<file path="src/design/pcs_pkg.sv">
/*
  Package of the pre-driver configuration store: word map, field layout,
  values after reset, timing figures and the single-error-correcting,
  double-error-detecting code of the stored words.
  Assumes a 100 MHz system clock; every user writes pcs_pkg::name.
*/
package pcs_pkg;

  localparam int WORDS = 6;
  localparam int ADDR_W = 3;
  localparam int DATA_W = 8;
  localparam int CODE_W = 13;
  localparam int FET_W = 3;
  localparam int CNT_W = 16;
  localparam int WCNT_W = 16;

  // word offsets
  localparam logic [2:0] ADDR_RSVD_ZERO = 3'h0;
  localparam logic [2:0] ADDR_RSVD_ONE = 3'h1;
  localparam logic [2:0] ADDR_DRIVER_TIMING = 3'h2;
  localparam logic [2:0] ADDR_SENSE_BLANKING = 3'h3;
  localparam logic [2:0] ADDR_PROTECTION_PUMP = 3'h4;
  localparam logic [2:0] ADDR_INTERFACE_PERMIT = 3'h5;
  localparam logic [2:0] ADDR_LAST = 3'h5;

  // field positions
  localparam int DEAD_LSB = 5;
  localparam int DSTH_LSB = 2;
  localparam int BREF_BIT = 1;
  localparam int BLANK_LSB = 6;
  localparam int SPEED_BIT = 5;
  localparam int GAIN_LSB = 1;
  localparam int REG_OV_BIT = 7;
  localparam int DS_REACT_BIT = 6;
  localparam int DS_CMP_BIT = 5;
  localparam int GS_CMP_BIT = 4;
  localparam int TRICKLE_BIT = 3;
  localparam int BOOST_BIT = 2;
  localparam int PERMIT_BIT = 7;

  // field values after reset
  localparam logic [2:0] DEAD_RST = 3'h3;
  localparam logic [2:0] DSTH_RST = 3'h7;
  localparam logic [1:0] BLANK_RST = 2'h2;
  localparam logic [2:0] GAIN_RST = 3'h3;
  localparam logic BREF_RST = 1'b0;
  localparam logic SPEED_RST = 1'b0;
  localparam logic PERMIT_RST = 1'b1;
  localparam logic REG_OV_RST = 1'b1;
  localparam logic DS_REACT_RST = 1'b1;
  localparam logic DS_CMP_RST = 1'b1;
  localparam logic GS_CMP_RST = 1'b1;
  localparam logic BOOST_RST = 1'b1;
  localparam logic TRICKLE_RST = 1'b0;
  localparam logic FIXED_ONE = 1'b1;

  localparam logic [7:0] DEF_WORD [WORDS] = '{
    8'h00,
    8'h00,
    {DEAD_RST, DSTH_RST, BREF_RST, 1'b0},
    {BLANK_RST, SPEED_RST, 1'b0, GAIN_RST, 1'b0},
    {REG_OV_RST, DS_REACT_RST, DS_CMP_RST, GS_CMP_RST, TRICKLE_RST, BOOST_RST, 2'h0},
    {PERMIT_RST, FIXED_ONE, 6'h00}
  };
  // writable bits per word, and bits held at one
  localparam logic [7:0] WR_MASK [WORDS] = '{8'h00, 8'h00, 8'hFE, 8'hEE, 8'hFC, 8'h80};
  localparam logic [7:0] FIX_ONES [WORDS] = '{8'h00, 8'h00, 8'h00, 8'h00, 8'h00, 8'h40};

  // timing
  localparam int CLK_PERIOD_NS = 10;
  localparam int PULSE_MIN_NS = 256000;
  localparam int PULSE_MAX_NS = 512000;
  localparam int PULSE_MIN_CYC = (PULSE_MIN_NS + CLK_PERIOD_NS - 1) / CLK_PERIOD_NS;
  localparam int PULSE_MAX_CYC = PULSE_MAX_NS / CLK_PERIOD_NS;
  localparam int NV_WRITE_CYC = 100;

  localparam int DPOS [DATA_W] = '{3, 5, 6, 7, 9, 10, 11, 12};

  function automatic logic [12:0] secded_enc(input logic [7:0] d);
    logic [12:0] cw;
    cw = '0;
    for (int i = 0; i < DATA_W; i++) cw[DPOS[i]] = d[i];
    for (int p = 0; p < 4; p++) begin
      for (int i = 1; i < CODE_W; i++) begin
        if (i[p] && (i != (1 << p))) cw[1 << p] = cw[1 << p] ^ cw[i];
      end
    end
    cw[0] = ^cw[12:1];
    return cw;
  endfunction

  function automatic logic [7:0] secded_dec(input logic [12:0] cw, output logic ded);
    logic [3:0] syn;
    logic [12:0] fix;
    logic [7:0] d;
    syn = '0;
    for (int i = 1; i < CODE_W; i++) begin
      if (cw[i]) syn = syn ^ 4'(i);
    end
    fix = cw;
    ded = 1'b0;
    if (syn != 4'h0) begin
      if ((^cw) && (syn <= 4'hC)) fix[syn] = ~fix[syn];
      else ded = 1'b1;
    end
    for (int i = 0; i < DATA_W; i++) d[i] = fix[DPOS[i]];
    return d;
  endfunction

endpackage

</file>
<file path="src/design/pcs_sync.sv">
/*
  Two-stage synchroniser for a group of pin levels.
  Assumes inputs are asynchronous to clk; only the second stage is read.
*/
`timescale 1ns/1ps
module pcs_sync #(
  parameter int W = 1,
  parameter logic [W-1:0] RST_VAL = '0
) (
  input wire logic clk,
  input wire logic reset,
  input wire logic [W-1:0] din,
  output logic [W-1:0] dout
);

  logic [W-1:0] meta_reg;

  always_ff @(posedge clk or posedge reset) begin
    if (reset) begin
      meta_reg <= RST_VAL;
      dout <= RST_VAL;
    end else begin
      meta_reg <= din;
      dout <= meta_reg;
    end
  end

endmodule

</file>
<file path="src/design/pcs_top.sv">
/*
  Configuration store and mode control of a three-phase FET pre-driver:
  protected word store, entry to and exit from serial programming mode,
  copy of stored words into working registers, bridge blocking.
  Assumes pins arrive asynchronously, the serial frame logic and the
  diagnostic error logic sit on clk and use the store port below.
*/
`timescale 1ns/1ps
module pcs_top #(
  parameter int PULSE_MIN_CYCLES = pcs_pkg::PULSE_MIN_CYC,
  parameter int PULSE_MAX_CYCLES = pcs_pkg::PULSE_MAX_CYC,
  parameter int NV_WRITE_CYCLES = pcs_pkg::NV_WRITE_CYC
) (
  input wire logic clk,
  input wire logic reset,
  input wire logic enable_pin,
  input wire logic diagnostic_line_in,
  input wire logic [pcs_pkg::FET_W-1:0] high_side_inputs,
  input wire logic [pcs_pkg::FET_W-1:0] low_side_inputs,
  input wire logic errors_pending,
  input wire logic regulator_over_voltage,
  input wire logic drain_source_error,
  input wire logic store_rd,
  input wire logic store_wr,
  input wire logic [pcs_pkg::ADDR_W-1:0] store_addr,
  input wire logic [pcs_pkg::DATA_W-1:0] store_wdata,
  output logic [pcs_pkg::DATA_W-1:0] store_rdata,
  output logic store_ack,
  output logic store_ded,
  output logic store_fault,
  output logic prog_mode,
  output logic diagnostic_line_out,
  output logic diagnostic_line_oe,
  output logic bridge_block,
  output logic [2:0] dead_time,
  output logic [2:0] drain_source_threshold,
  output logic [1:0] blank_time,
  output logic [2:0] sense_amp_gain,
  output logic boost_reference_select,
  output logic diag_speed,
  output logic serial_permit,
  output logic regulator_over_bridge_react,
  output logic drain_source_bridge_react,
  output logic drain_source_compare_on,
  output logic gate_source_under_compare_on,
  output logic boost_pump_on,
  output logic trickle_pump_on
);

  typedef enum logic [1:0] {
    PCS_COPY,
    PCS_NORMAL,
    PCS_PROG,
    PCS_DRAIN
  } pcs_state_t;

  localparam logic [pcs_pkg::CNT_W-1:0] MIN_CNT = pcs_pkg::CNT_W'(PULSE_MIN_CYCLES);
  localparam logic [pcs_pkg::CNT_W-1:0] MAX_CNT = pcs_pkg::CNT_W'(PULSE_MAX_CYCLES);
  localparam logic [pcs_pkg::WCNT_W-1:0] WR_CNT = pcs_pkg::WCNT_W'(NV_WRITE_CYCLES);

  // synchronised pins
  logic enable_s;
  logic diag_s;
  logic [pcs_pkg::FET_W-1:0] high_s;
  logic [pcs_pkg::FET_W-1:0] low_s;
  logic reg_ov_s;
  logic ds_err_s;

  pcs_sync #(.W(1), .RST_VAL(1'b0)) u_sync_en (
    .clk(clk), .reset(reset), .din(enable_pin), .dout(enable_s)
  );
  pcs_sync #(.W(1), .RST_VAL(1'b1)) u_sync_diag (
    .clk(clk), .reset(reset), .din(diagnostic_line_in), .dout(diag_s)
  );
  pcs_sync #(.W(pcs_pkg::FET_W), .RST_VAL('0)) u_sync_high (
    .clk(clk), .reset(reset), .din(high_side_inputs), .dout(high_s)
  );
  pcs_sync #(.W(pcs_pkg::FET_W), .RST_VAL('1)) u_sync_low (
    .clk(clk), .reset(reset), .din(low_side_inputs), .dout(low_s)
  );
  pcs_sync #(.W(1), .RST_VAL(1'b0)) u_sync_ov (
    .clk(clk), .reset(reset), .din(regulator_over_voltage), .dout(reg_ov_s)
  );
  pcs_sync #(.W(1), .RST_VAL(1'b0)) u_sync_ds (
    .clk(clk), .reset(reset), .din(drain_source_error), .dout(ds_err_s)
  );

  // state
  pcs_state_t state_reg;
  pcs_state_t state_next;
  logic [pcs_pkg::ADDR_W-1:0] copy_idx_reg;
  logic [pcs_pkg::CNT_W-1:0] low_cnt_reg;
  logic diag_prev_reg;
  logic [pcs_pkg::WCNT_W-1:0] wr_cnt_reg;
  logic [pcs_pkg::ADDR_W-1:0] wr_addr_reg;
  logic [pcs_pkg::DATA_W-1:0] wr_data_reg;
  logic [pcs_pkg::CODE_W-1:0] mem [pcs_pkg::WORDS];

  // protected store image of the defaults
  function automatic logic [pcs_pkg::CODE_W-1:0] def_code(input int i);
    return pcs_pkg::secded_enc(pcs_pkg::DEF_WORD[i]);
  endfunction

  // mode entry qualification
  wire fets_idle = (high_s == '0) && (low_s == '1);
  wire pulse_end = diag_s && !diag_prev_reg;
  wire pulse_ok = (low_cnt_reg >= MIN_CNT) && (low_cnt_reg <= MAX_CNT);
  wire entry_ok = pulse_end && pulse_ok && !enable_s && !errors_pending && fets_idle;
  wire in_normal = (state_reg == PCS_NORMAL);
  wire in_prog = (state_reg == PCS_PROG);
  wire write_busy = (wr_cnt_reg != '0);
  wire write_last = (wr_cnt_reg == pcs_pkg::WCNT_W'(1));
  wire addr_ok = (store_addr <= pcs_pkg::ADDR_LAST);
  // no second take while an answer stands and the request is still held
  wire access_ok = in_prog && serial_permit && !write_busy && addr_ok && !enable_s && !store_ack;
  wire rd_take = access_ok && store_rd;
  wire wr_take = access_ok && store_wr && !store_rd;
  wire copy_last = (copy_idx_reg == pcs_pkg::ADDR_LAST);

  // store read and decode paths
  wire [pcs_pkg::CODE_W-1:0] rd_code = mem[rd_take ? store_addr : copy_idx_reg];
  logic [pcs_pkg::DATA_W-1:0] rd_data;
  logic rd_ded;
  always_comb begin
    rd_data = pcs_pkg::secded_dec(rd_code, rd_ded);
  end

  // write value: reserved bits forced, permit bit only clears
  logic [pcs_pkg::DATA_W-1:0] wr_value;
  logic [pcs_pkg::DATA_W-1:0] old_data;
  logic old_ded;
  always_comb begin
    old_data = pcs_pkg::secded_dec(mem[store_addr], old_ded);
    wr_value = (store_wdata & pcs_pkg::WR_MASK[store_addr]) | pcs_pkg::FIX_ONES[store_addr];
    if (store_addr == pcs_pkg::ADDR_INTERFACE_PERMIT) begin
      wr_value[pcs_pkg::PERMIT_BIT] = store_wdata[pcs_pkg::PERMIT_BIT] & old_data[pcs_pkg::PERMIT_BIT];
    end
  end

  always_comb begin
    state_next = state_reg;
    case (state_reg)
      PCS_COPY: begin
        if (copy_last) state_next = PCS_NORMAL;
      end
      PCS_NORMAL: begin
        if (entry_ok) state_next = PCS_PROG;
      end
      PCS_PROG: begin
        if (enable_s) state_next = PCS_DRAIN;
      end
      PCS_DRAIN: begin
        if (!write_busy) state_next = PCS_COPY;
      end
      default: state_next = PCS_COPY;
    endcase
  end

  always_ff @(posedge clk or posedge reset) begin
    if (reset) begin
      state_reg <= PCS_COPY;
      copy_idx_reg <= '0;
      diag_prev_reg <= 1'b1;
    end else begin
      state_reg <= state_next;
      copy_idx_reg <= (state_reg == PCS_COPY && !copy_last) ? copy_idx_reg + 3'h1 : '0;
      diag_prev_reg <= diag_s;
    end
  end

  // low level length, counted only in normal mode, saturating
  always_ff @(posedge clk or posedge reset) begin
    if (reset) begin
      low_cnt_reg <= '0;
    end else if (!in_normal || diag_s) begin
      low_cnt_reg <= '0;
    end else if (low_cnt_reg <= MAX_CNT) begin
      low_cnt_reg <= low_cnt_reg + 16'h0001;
    end
  end

  // nonvolatile write timer and array
  always_ff @(posedge clk or posedge reset) begin
    if (reset) begin
      wr_cnt_reg <= '0;
      wr_addr_reg <= '0;
      wr_data_reg <= '0;
    end else if (wr_take) begin
      wr_cnt_reg <= WR_CNT;
      wr_addr_reg <= store_addr;
      wr_data_reg <= wr_value;
    end else if (write_busy) begin
      wr_cnt_reg <= wr_cnt_reg - 16'h0001;
    end
  end

  always_ff @(posedge clk or posedge reset) begin
    if (reset) begin
      for (int i = 0; i < pcs_pkg::WORDS; i++) mem[i] <= def_code(i);
    end else if (write_last) begin
      mem[wr_addr_reg] <= pcs_pkg::secded_enc(wr_data_reg);
    end
  end

  // serial-side answers
  always_ff @(posedge clk or posedge reset) begin
    if (reset) begin
      store_rdata <= '0;
      store_ack <= 1'b0;
      store_ded <= 1'b0;
    end else begin
      store_ack <= rd_take || write_last;
      if (rd_take) begin
        store_rdata <= rd_data;
        store_ded <= rd_ded;
      end
    end
  end

  // working registers, defaults until first copy
  always_ff @(posedge clk or posedge reset) begin
    if (reset) begin
      dead_time <= pcs_pkg::DEAD_RST;
      drain_source_threshold <= pcs_pkg::DSTH_RST;
      boost_reference_select <= pcs_pkg::BREF_RST;
      blank_time <= pcs_pkg::BLANK_RST;
      diag_speed <= pcs_pkg::SPEED_RST;
      sense_amp_gain <= pcs_pkg::GAIN_RST;
      regulator_over_bridge_react <= pcs_pkg::REG_OV_RST;
      drain_source_bridge_react <= pcs_pkg::DS_REACT_RST;
      drain_source_compare_on <= pcs_pkg::DS_CMP_RST;
      gate_source_under_compare_on <= pcs_pkg::GS_CMP_RST;
      trickle_pump_on <= pcs_pkg::TRICKLE_RST;
      boost_pump_on <= pcs_pkg::BOOST_RST;
      serial_permit <= pcs_pkg::PERMIT_RST;
    end else if (state_reg == PCS_COPY) begin
      case (copy_idx_reg)
        pcs_pkg::ADDR_DRIVER_TIMING: begin
          dead_time <= rd_data[pcs_pkg::DEAD_LSB +: 3];
          drain_source_threshold <= rd_data[pcs_pkg::DSTH_LSB +: 3];
          boost_reference_select <= rd_data[pcs_pkg::BREF_BIT];
        end
        pcs_pkg::ADDR_SENSE_BLANKING: begin
          blank_time <= rd_data[pcs_pkg::BLANK_LSB +: 2];
          diag_speed <= rd_data[pcs_pkg::SPEED_BIT];
          sense_amp_gain <= rd_data[pcs_pkg::GAIN_LSB +: 3];
        end
        pcs_pkg::ADDR_PROTECTION_PUMP: begin
          regulator_over_bridge_react <= rd_data[pcs_pkg::REG_OV_BIT];
          drain_source_bridge_react <= rd_data[pcs_pkg::DS_REACT_BIT];
          drain_source_compare_on <= rd_data[pcs_pkg::DS_CMP_BIT];
          gate_source_under_compare_on <= rd_data[pcs_pkg::GS_CMP_BIT];
          trickle_pump_on <= rd_data[pcs_pkg::TRICKLE_BIT];
          boost_pump_on <= rd_data[pcs_pkg::BOOST_BIT];
        end
        pcs_pkg::ADDR_INTERFACE_PERMIT: begin
          serial_permit <= rd_data[pcs_pkg::PERMIT_BIT];
        end
        default: begin
        end
      endcase
    end
  end

  // double error seen during copy, cleared when a new copy starts
  always_ff @(posedge clk or posedge reset) begin
    if (reset) begin
      store_fault <= 1'b0;
    end else if (state_reg == PCS_COPY) begin
      store_fault <= (copy_idx_reg != '0 && store_fault) || rd_ded;
    end
  end

  // mode, diagnostic line and bridge outputs
  wire next_busy = (state_next == PCS_COPY) || (state_next == PCS_DRAIN);
  wire ov_block = reg_ov_s && regulator_over_bridge_react;
  wire ds_block = ds_err_s && drain_source_compare_on && drain_source_bridge_react;

  always_ff @(posedge clk or posedge reset) begin
    if (reset) begin
      prog_mode <= 1'b0;
      diagnostic_line_out <= 1'b0;
      diagnostic_line_oe <= 1'b1;
      bridge_block <= 1'b1;
    end else begin
      prog_mode <= (state_next == PCS_PROG);
      diagnostic_line_out <= 1'b0;
      diagnostic_line_oe <= next_busy;
      bridge_block <= (state_next != PCS_NORMAL) || ov_block || ds_block;
    end
  end

endmodule

</file>
<file path="config.mk">
export PLATFORM = sky130hd
export DESIGN_NAME = pcs_top
export DESIGN_NICKNAME = d
export VERILOG_FILES = /design/src/design/pcs_pkg.sv /design/src/design/pcs_sync.sv /design/src/design/pcs_top.sv
export SDC_FILE = /design/constraint.sdc
export NUM_CORES = 1
export LEC_CHECK = 0
export BUFFER_PORTS_ARGS = -buffer_cell sky130_fd_sc_hd__clkbuf_2
export CORE_MARGIN = 3
export CORE_UTILIZATION = 55
export DETAILED_ROUTE_END_ITERATION = 8
export GPL_TIMING_DRIVEN = 0
export PLACE_DENSITY = 0.79
export SYNTH_ARGS = -nofsm -noshare
export SYNTH_HDL_FRONTEND = slang
export SYNTH_HIERARCHICAL = 1
export SYNTH_SLANG_ARGS = --single-unit
</file>
<file path="constraint.sdc">
create_clock -name clk -period 8 [get_ports clk]
set_clock_uncertainty 0.15 [all_clocks]
set_input_delay 2.4 -clock clk [delete_from_list [all_inputs] [get_ports clk]]
set_output_delay 2.4 -clock clk [all_outputs]
set_load 0.01 [all_outputs]
</file>
==> results of run 1 <==
[critical path, cell delays in order]
cell and delay (ns):
buf_2 0.21, nand2_1 0.12, and4_1 0.26, buf_2 0.21, a21oi_2 0.47, nor2_4 0.15
buf_2 0.28, a32oi_1 0.42, nand2_1 0.22, o2bb2ai_4 0.32, xor2_2 0.14, xnor2_1 0.44
nand4_1 0.23, mux2i_1 0.46, o21ai_1 0.15
[kinds of logic (layout without fill, tap and decap cells)]
| kind of cell | Yosys count | count (layout) | share of synthesized area |
|---|---|---|---|
| AO/OA/AOI/OAI | 215 | 215 | 0.1550 |
| XOR/XNOR | 66 | 66 | 0.07176 |
| adder cells (fa/ha/maj) | 12 | 12 | 0.01607 |
| buffers and inverters | 74 | 164 | 0.03240 |
| flip-flops | 174 | 174 | 0.4730 |
| multiplexers | 73 | 73 | 0.09078 |
| other | 1 | 1 | 0.0004013 |
| AND/OR/NAND/NOR | 297 | 297 | 0.1605 |
[metrics by stage]
| step | total power, mW | TNS [ns] |
|---|---|---|
| 2_1_floorplan | 0.9555 | 0 |
| 3_3_place_gp | 0.9788 | -48.67 |
| 3_5_place_dp | 0.9825 | 0 |
| 4_1_cts | 1.814 | 0 |
| 5_1_grt | 1.858 | 0 |
| 6_report | 1.806 | 0 |
[cells in the mapped netlist, types with 8 or more instances]
library cell,count,area [um^2]
dfstp_2,53,1393
nand2_1,138,518.0
mux2_2,44,495.5
clkbuf_1,33,123.9
and3_1,9,56.30
inv_1,25,93.84
ha_1,12,150.1
nand3_1,28,140.1
mux2i_1,24,240.2
a21oi_1,20,100.1
xor2_1,25,219.0
nor2_1,44,165.2
nor2b_1,12,75.07
dfrtp_1,121,3028
o22ai_1,8,50.05
nor4_1,8,50.05
o21ai_1,27,135.1
nor3_1,10,50.05
a32oi_1,10,87.58
xnor2_1,33,289.0
buf_2,8,40.04
o21ai_0,80,400.4
[layer usage]
| metal | vias up | GRT usage | wire length, um |
|---|---|---|---|
| met5 | - | 0 | 7 |
| met4 | 2 | 0.09015 | 517 |
| li1 | 3410 | - | - |
| met1 | 3607 | 0.3389 | 9724 |
| met2 | 321 | 0.4169 | 11020 |
| met3 | 43 | 0.06551 | 1956 |
[worst max path at each step]
stage / endpoint / slack [ns] / cells past startpoint
after floorplan: blank_time[0]$_DFFE_PP0P_ / 1.37 / 1
after global placement: mem[62]$_DFFE_PP0P_ / -0.46 / 2
after detailed placement: diag_speed$_DFFE_PP0P_ / 1.38 / 14
after CTS: diag_speed$_DFFE_PP0P_ / 1.82 / 14
after global routing: blank_time[0]$_DFFE_PP0P_ / 1.54 / 15
final: blank_time[0]$_DFFE_PP0P_ / 1.68 / 15
[power breakdown]
part	internal, mW	switching, mW	total, mW
logic	0.0233	0.0524	0.0757
registers	0.889	0.00326	0.892
clock network	0.464	0.374	0.838
total	1.38	0.429	1.81
[layout make-up]
cell class                 instances  area, um^2
buffer                            48       205.2
clock buffer                      17       425.4
clock inverter                    15       160.2
fill                            1321        6060
inverter                          26       102.6
multi-input combinational        664        4622
sequential                       174        4420
tap                              220       275.3
timing repair buffer              58       312.8
[placed cells by master (no fill, tap or decap), types with 6 or more instances in the layout]
master	netlist	final
nand2_1	138	138
dfrtp_1	121	121
o21ai_0	80	80
clkbuf_2	0	57
dfstp_2	53	53
nor2_1	44	44
mux2_2	44	44
clkbuf_1	33	33
xnor2_1	33	33
nand3_1	28	28
o21ai_1	27	27
xor2_1	25	25
inv_1	25	24
mux2i_1	24	24
a21oi_1	20	20
clkbuf_16	0	17
nor2b_1	12	12
ha_1	12	12
nor3_1	10	10
a32oi_1	10	10
and3_1	9	9
buf_2	8	8
o22ai_1	8	8
nor4_1	8	8
a211oi_1	7	7
nand4_1	6	6
and2_1	6	6
a22o_1	6	6
==> flow_summary.toml, run 1 <==
[worst_setup_path]
r2r_end = "blank_time[0]$_DFFE_PP0P_"
r2r_slack_ns = 2.91
r2r-start = "wr_cnt_reg[0]$_DFFE_PP0P_"
crit_path_end_kind = "flop"
cp.required_ns = 8.16
crit_path_start_kind = "primary input"
critPathArrivalTime_ns = 6.48
r2r_cells = 15
path_max_fanout = 10
path_class = "primary input to flop"
startpoint = "store_addr[2]"

[cts]
clk_pin_slew_ns = 0.07
ctsHtreeMaxLevel = 4
cts_tree = "done"
clockRootBuffer = "clkbuf_16"
clk_latency_ns = 0.44
post_cts_buffers = 0
cts_buffer_depth = 2
cts_buffers = 17
cts.sinks = 174
cts_hold_buffers = 0
cts_resized = 0

[timing]
relSlewSlack = 0.4914
worst_pin_slew_ns = 0.7523
max_freq_mhz = 158.2
timing.hold.ws_ns = 0.1998
fin_crit_sh = 0.7901
finalMaxSlewViolations = 0
period_minus_slack_ns = 6.321
timing.final.ws_setup_ns = 1.679
rsz0062_at_grt = "no"
setup_viol = 0
hold_viol_final = 0

[floorplan]
core_mm2 = 0.01658
row_count = 47
start_util = 0.5635
die_x_um = 136.4
pin_count = 61
die_h_um = 136.4
dieArea_mm2 = 0.01859

[synth]
ys_seq_area_frac = 0.4730
syn_inst = 912
synth_flop_cell = "dfrtp_1"
synth-seq-cells = 174
ys_async_sr_fraction = 1.000
netlist-cell-type-count = 84
ys_warn_count = 6
syn_area_per_cell_um2 = 10.25
syn_area_mm2 = 0.009345
synth_edf_count = 0
syn_nets = 950

[power_and_ir_drop]
powerDensity_mw_per_mm2 = 171.6
vdd_drop_max_mv = 0.1648
p_leak_nw = 4.594

[placed_design]
hpwl_um = 16290
placed_area_mm2 = 0.009938
dp_slack_ns = 1.383
dp_cells = 1190
gp_congestion = 0.9647
io_buffers = 57

[route]
avgViaCountPerCell = 6.042
first_iter_violations = 706
drt_pass1_iterations = 5
drt-total-wl_um = 23230
num_vias = 7383
drt-wirelength-per-cell_um = 19.01
drc = 0
drtAntennaViolNets = 0

[grt]
grtUsageTotal = 0.2578
overflow = 0
grt_max_degree = 99
grt_pass1_wl_um = 37120
antenna_found_initial = 1
grt_pass1_vias = 7115

[final_layout]
fin_util = 0.6346
finalInstanceArea_mm2 = 0.01052
finalNonFillerCells = 1222
area_growth_pct = 12.61
diodes = 0
drive_gt1_frac = 0.2415
largest_reg_flops = 72
nets = 1027

[worst_hold_path]
hold_depth = 0
hold_path_end = "u_sync_ov/dout$_DFF_PP0_"
hp-class = "flop to flop"
hp-start = "u_sync_ov/meta_reg$_DFF_PP0_"

[outcome]
status = "complete, no violations"

[flow_run]
maxCapViolations = 0
Note: power is estimated with default switching activity, not from simulation.
==> run 2: changes to the inputs <==
==> constraint.sdc (replaced) <==
create_clock -name clk -period 6 [get_ports clk]
set_clock_uncertainty 0.15 [all_clocks]
set_input_delay 1.8 -clock clk [delete_from_list [all_inputs] [get_ports clk]]
set_output_delay 1.8 -clock clk [all_outputs]
set_load 0.01 [all_outputs]
==> run 2 against run 1 <==
Clock power up 40%. Cell area up 0.63%. Flip-flop and latch count unchanged. Non-clock buffer count up 2. Final cell count up 0.16%. Critical path depth down 1.
==> flow_summary.toml, run 2 (synthesized netlist as in run 1, its figures left out) <==
[floorplan]
pin_count = 61
start_util = 0.5635
row_count = 47
dieArea_mm2 = 0.01859
core_mm2 = 0.01658
die_x_um = 136.4
die_h_um = 136.4

[grt]
overflow = 0
grt_pass1_vias = 7112
grt_pass1_wl_um = 37000
grtUsageTotal = 0.2574
grt_max_degree = 44
antenna_found_initial = 1

[final_layout]
area_growth_pct = 13.32
largest_reg_flops = 72
diodes = 0
nFillCells = 1317
nets = 1029
drive_gt1_frac = 0.2420
mostFrequentLayoutCells = "138 x nand2_1, 121 x dfrtp_1, 80 x o21ai_0"
fin_util = 0.6386
seq_area_mm2 = 0.004420
multi_input_area_mm2 = 0.004622
final_common_cell = "nand2_1"

[cts]
cts_resized = 0
cts_buffer_depth = 2
clockRootBuffer = "clkbuf_16"
cts_hold_buffers = 0
clk_latency_ns = 0.44
post_cts_buffers = 0
clk_pin_slew_ns = 0.07
cts.sinks = 174
ctsHtreeMaxLevel = 4
cts_tree = "done"
cts_buffers = 17

[route]
num_vias = 7402
drtAntennaViolNets = 0
drc = 0
avgViaCountPerCell = 6.047
drt-wirelength-per-cell_um = 18.94
drt-total-wl_um = 23190
first_iter_violations = 717
drt_pass1_iterations = 5

[power_and_ir_drop]
total_power_mw = 2.461
powerDensity_mw_per_mm2 = 232.4
switchingPower_mw = 0.5650
vdd_drop_max_mv = 0.2138
comb_power_share = 0.043
p_leak_nw = 4.624
p_clk_frac = 0.474
seqPwrFrac = 0.483
p_int_mw = 1.896
power_switching_share = 0.2296

[worst_setup_path]
crit_path_start_kind = "primary input"
r2r-start = "wr_cnt_reg[0]$_DFFE_PP0P_"
r2r_end = "diag_speed$_DFFE_PP0P_"
crit_path_end_kind = "flop"
worst-path-buf-inv = 2
path_max_fanout = 10
path_class = "primary input to flop"
critPathArrivalTime_ns = 5.89
critPathTopFamily = "simple AND/OR/NAND/NOR gates"
cpPeakStageDelay_ns = 0.68
cp.required_ns = 6.15
r2r_cells = 15
cpMostUsedCell = "buf_2"
cp_slowest_cell = "a221oi_1"
crit_chain = "buf_2 > nand2_1 > and4_1 > buf_2 > nand3_1 > a221oi_1 > a2bb2oi_1 > and2_1 > xor2_2 > xnor3_2 > xnor2_2 > nand4_1 > mux2i_1 > o21ai_1"
cp.depth = 14
r2r_slack_ns = 0.88

[timing]
max_freq_mhz = 174.4
fin_crit_sh = 0.9554
rsz0062_at_grt = "no"
period_minus_slack_ns = 5.733
relSlewSlack = 0.4980
setup_viol = 0
hold_viol_final = 0
finalMaxSlewViolations = 0
worst_pin_slew_ns = 0.7530

[outcome]
status = "complete, no violations"

[placed_design]
hpwl_um = 16260
io_buffers = 57
gp_congestion = 0.9434

[worst_hold_path]
hold_path_end = "u_sync_high/dout[2]$_DFF_PP0_"
hp-start = "u_sync_high/meta_reg[2]$_DFF_PP0_"
hold_depth = 0
hp-class = "flop to flop"

[flow_run]
maxCapViolations = 0
-- run 2: cell count changes in the layout (fill, tap and decap cells not counted), sizes merged --
cell,previous run,this run
buf,16,18
bufinv,2,3
clkbuf,107,109
clkinv,4,1
clkinvlp,4,3
inv,31,32
-- run 2: final cells by class --
class,count,area share
plain buffers,48,0.01938
clock buffers,19,0.04182
clock inverters,13,0.01678
inverters,26,0.009570
multi-input cells,664,0.4364
flip-flops and latches,174,0.4174
well taps,220,0.02599
repair buffers,60,0.03261
-- run 2: metrics by stage --
step,TNS (ns),std cells,setup WS (ns),hold slack [ns],cell area [um^2]
2_1_floorplan,0,912,0.9211,0.1812,9349
3_3_place_gp,-0.1812,1189,-0.08190,0.1830,9910
4_1_cts,0,1224,0.3203,0.2005,10590
6_report,0,1224,0.2674,0.1995,10590
5_1_grt,0,1224,0.007592,0.2107,10590
3_5_place_dp,-0.5271,1192,-0.1293,0.1847,9970
-- run 2: worst max-delay path by stage --
stage / startpoint / endpoint / slack, ns
6_report: store_addr[2] / diag_speed$_DFFE_PP0P_ / 0.27
5_1_grt: store_addr[2] / diag_speed$_DFFE_PP0P_ / 0.008
3_5_place_dp: store_addr[2] / diag_speed$_DFFE_PP0P_ / -0.13
3_3_place_gp: store_addr[2] / diag_speed$_DFFE_PP0P_ / -0.08
2_1_floorplan: store_addr[2] / trickle_pump_on$_DFFE_PP0P_ / 0.92
4_1_cts: store_addr[2] / diag_speed$_DFFE_PP0P_ / 0.32
-- run 2: power by group through the flow --
stage	logic [mW]	registers, mW	clock network, mW
after floorplan	0.0654	1.21	0
after global placement	0.0959	1.21	0
after detailed placement	0.103	1.21	0
after CTS	0.104	1.19	1.18
after global routing	0.115	1.19	1.23
final	0.105	1.19	1.17
-- run 2: metal layers --
metal | routed length (um) | share of wire | GRT usage | vias up
li1 | - | - | - | 3422
met1 | 9782 | 0.42 | 0.3391 | 3592
met2 | 10800 | 0.47 | 0.4117 | 327
met3 | 1968 | 0.085 | 0.06366 | 59
met4 | 623 | 0.027 | 0.09966 | 2
met5 | 13 | 0.00056 | 0 | -
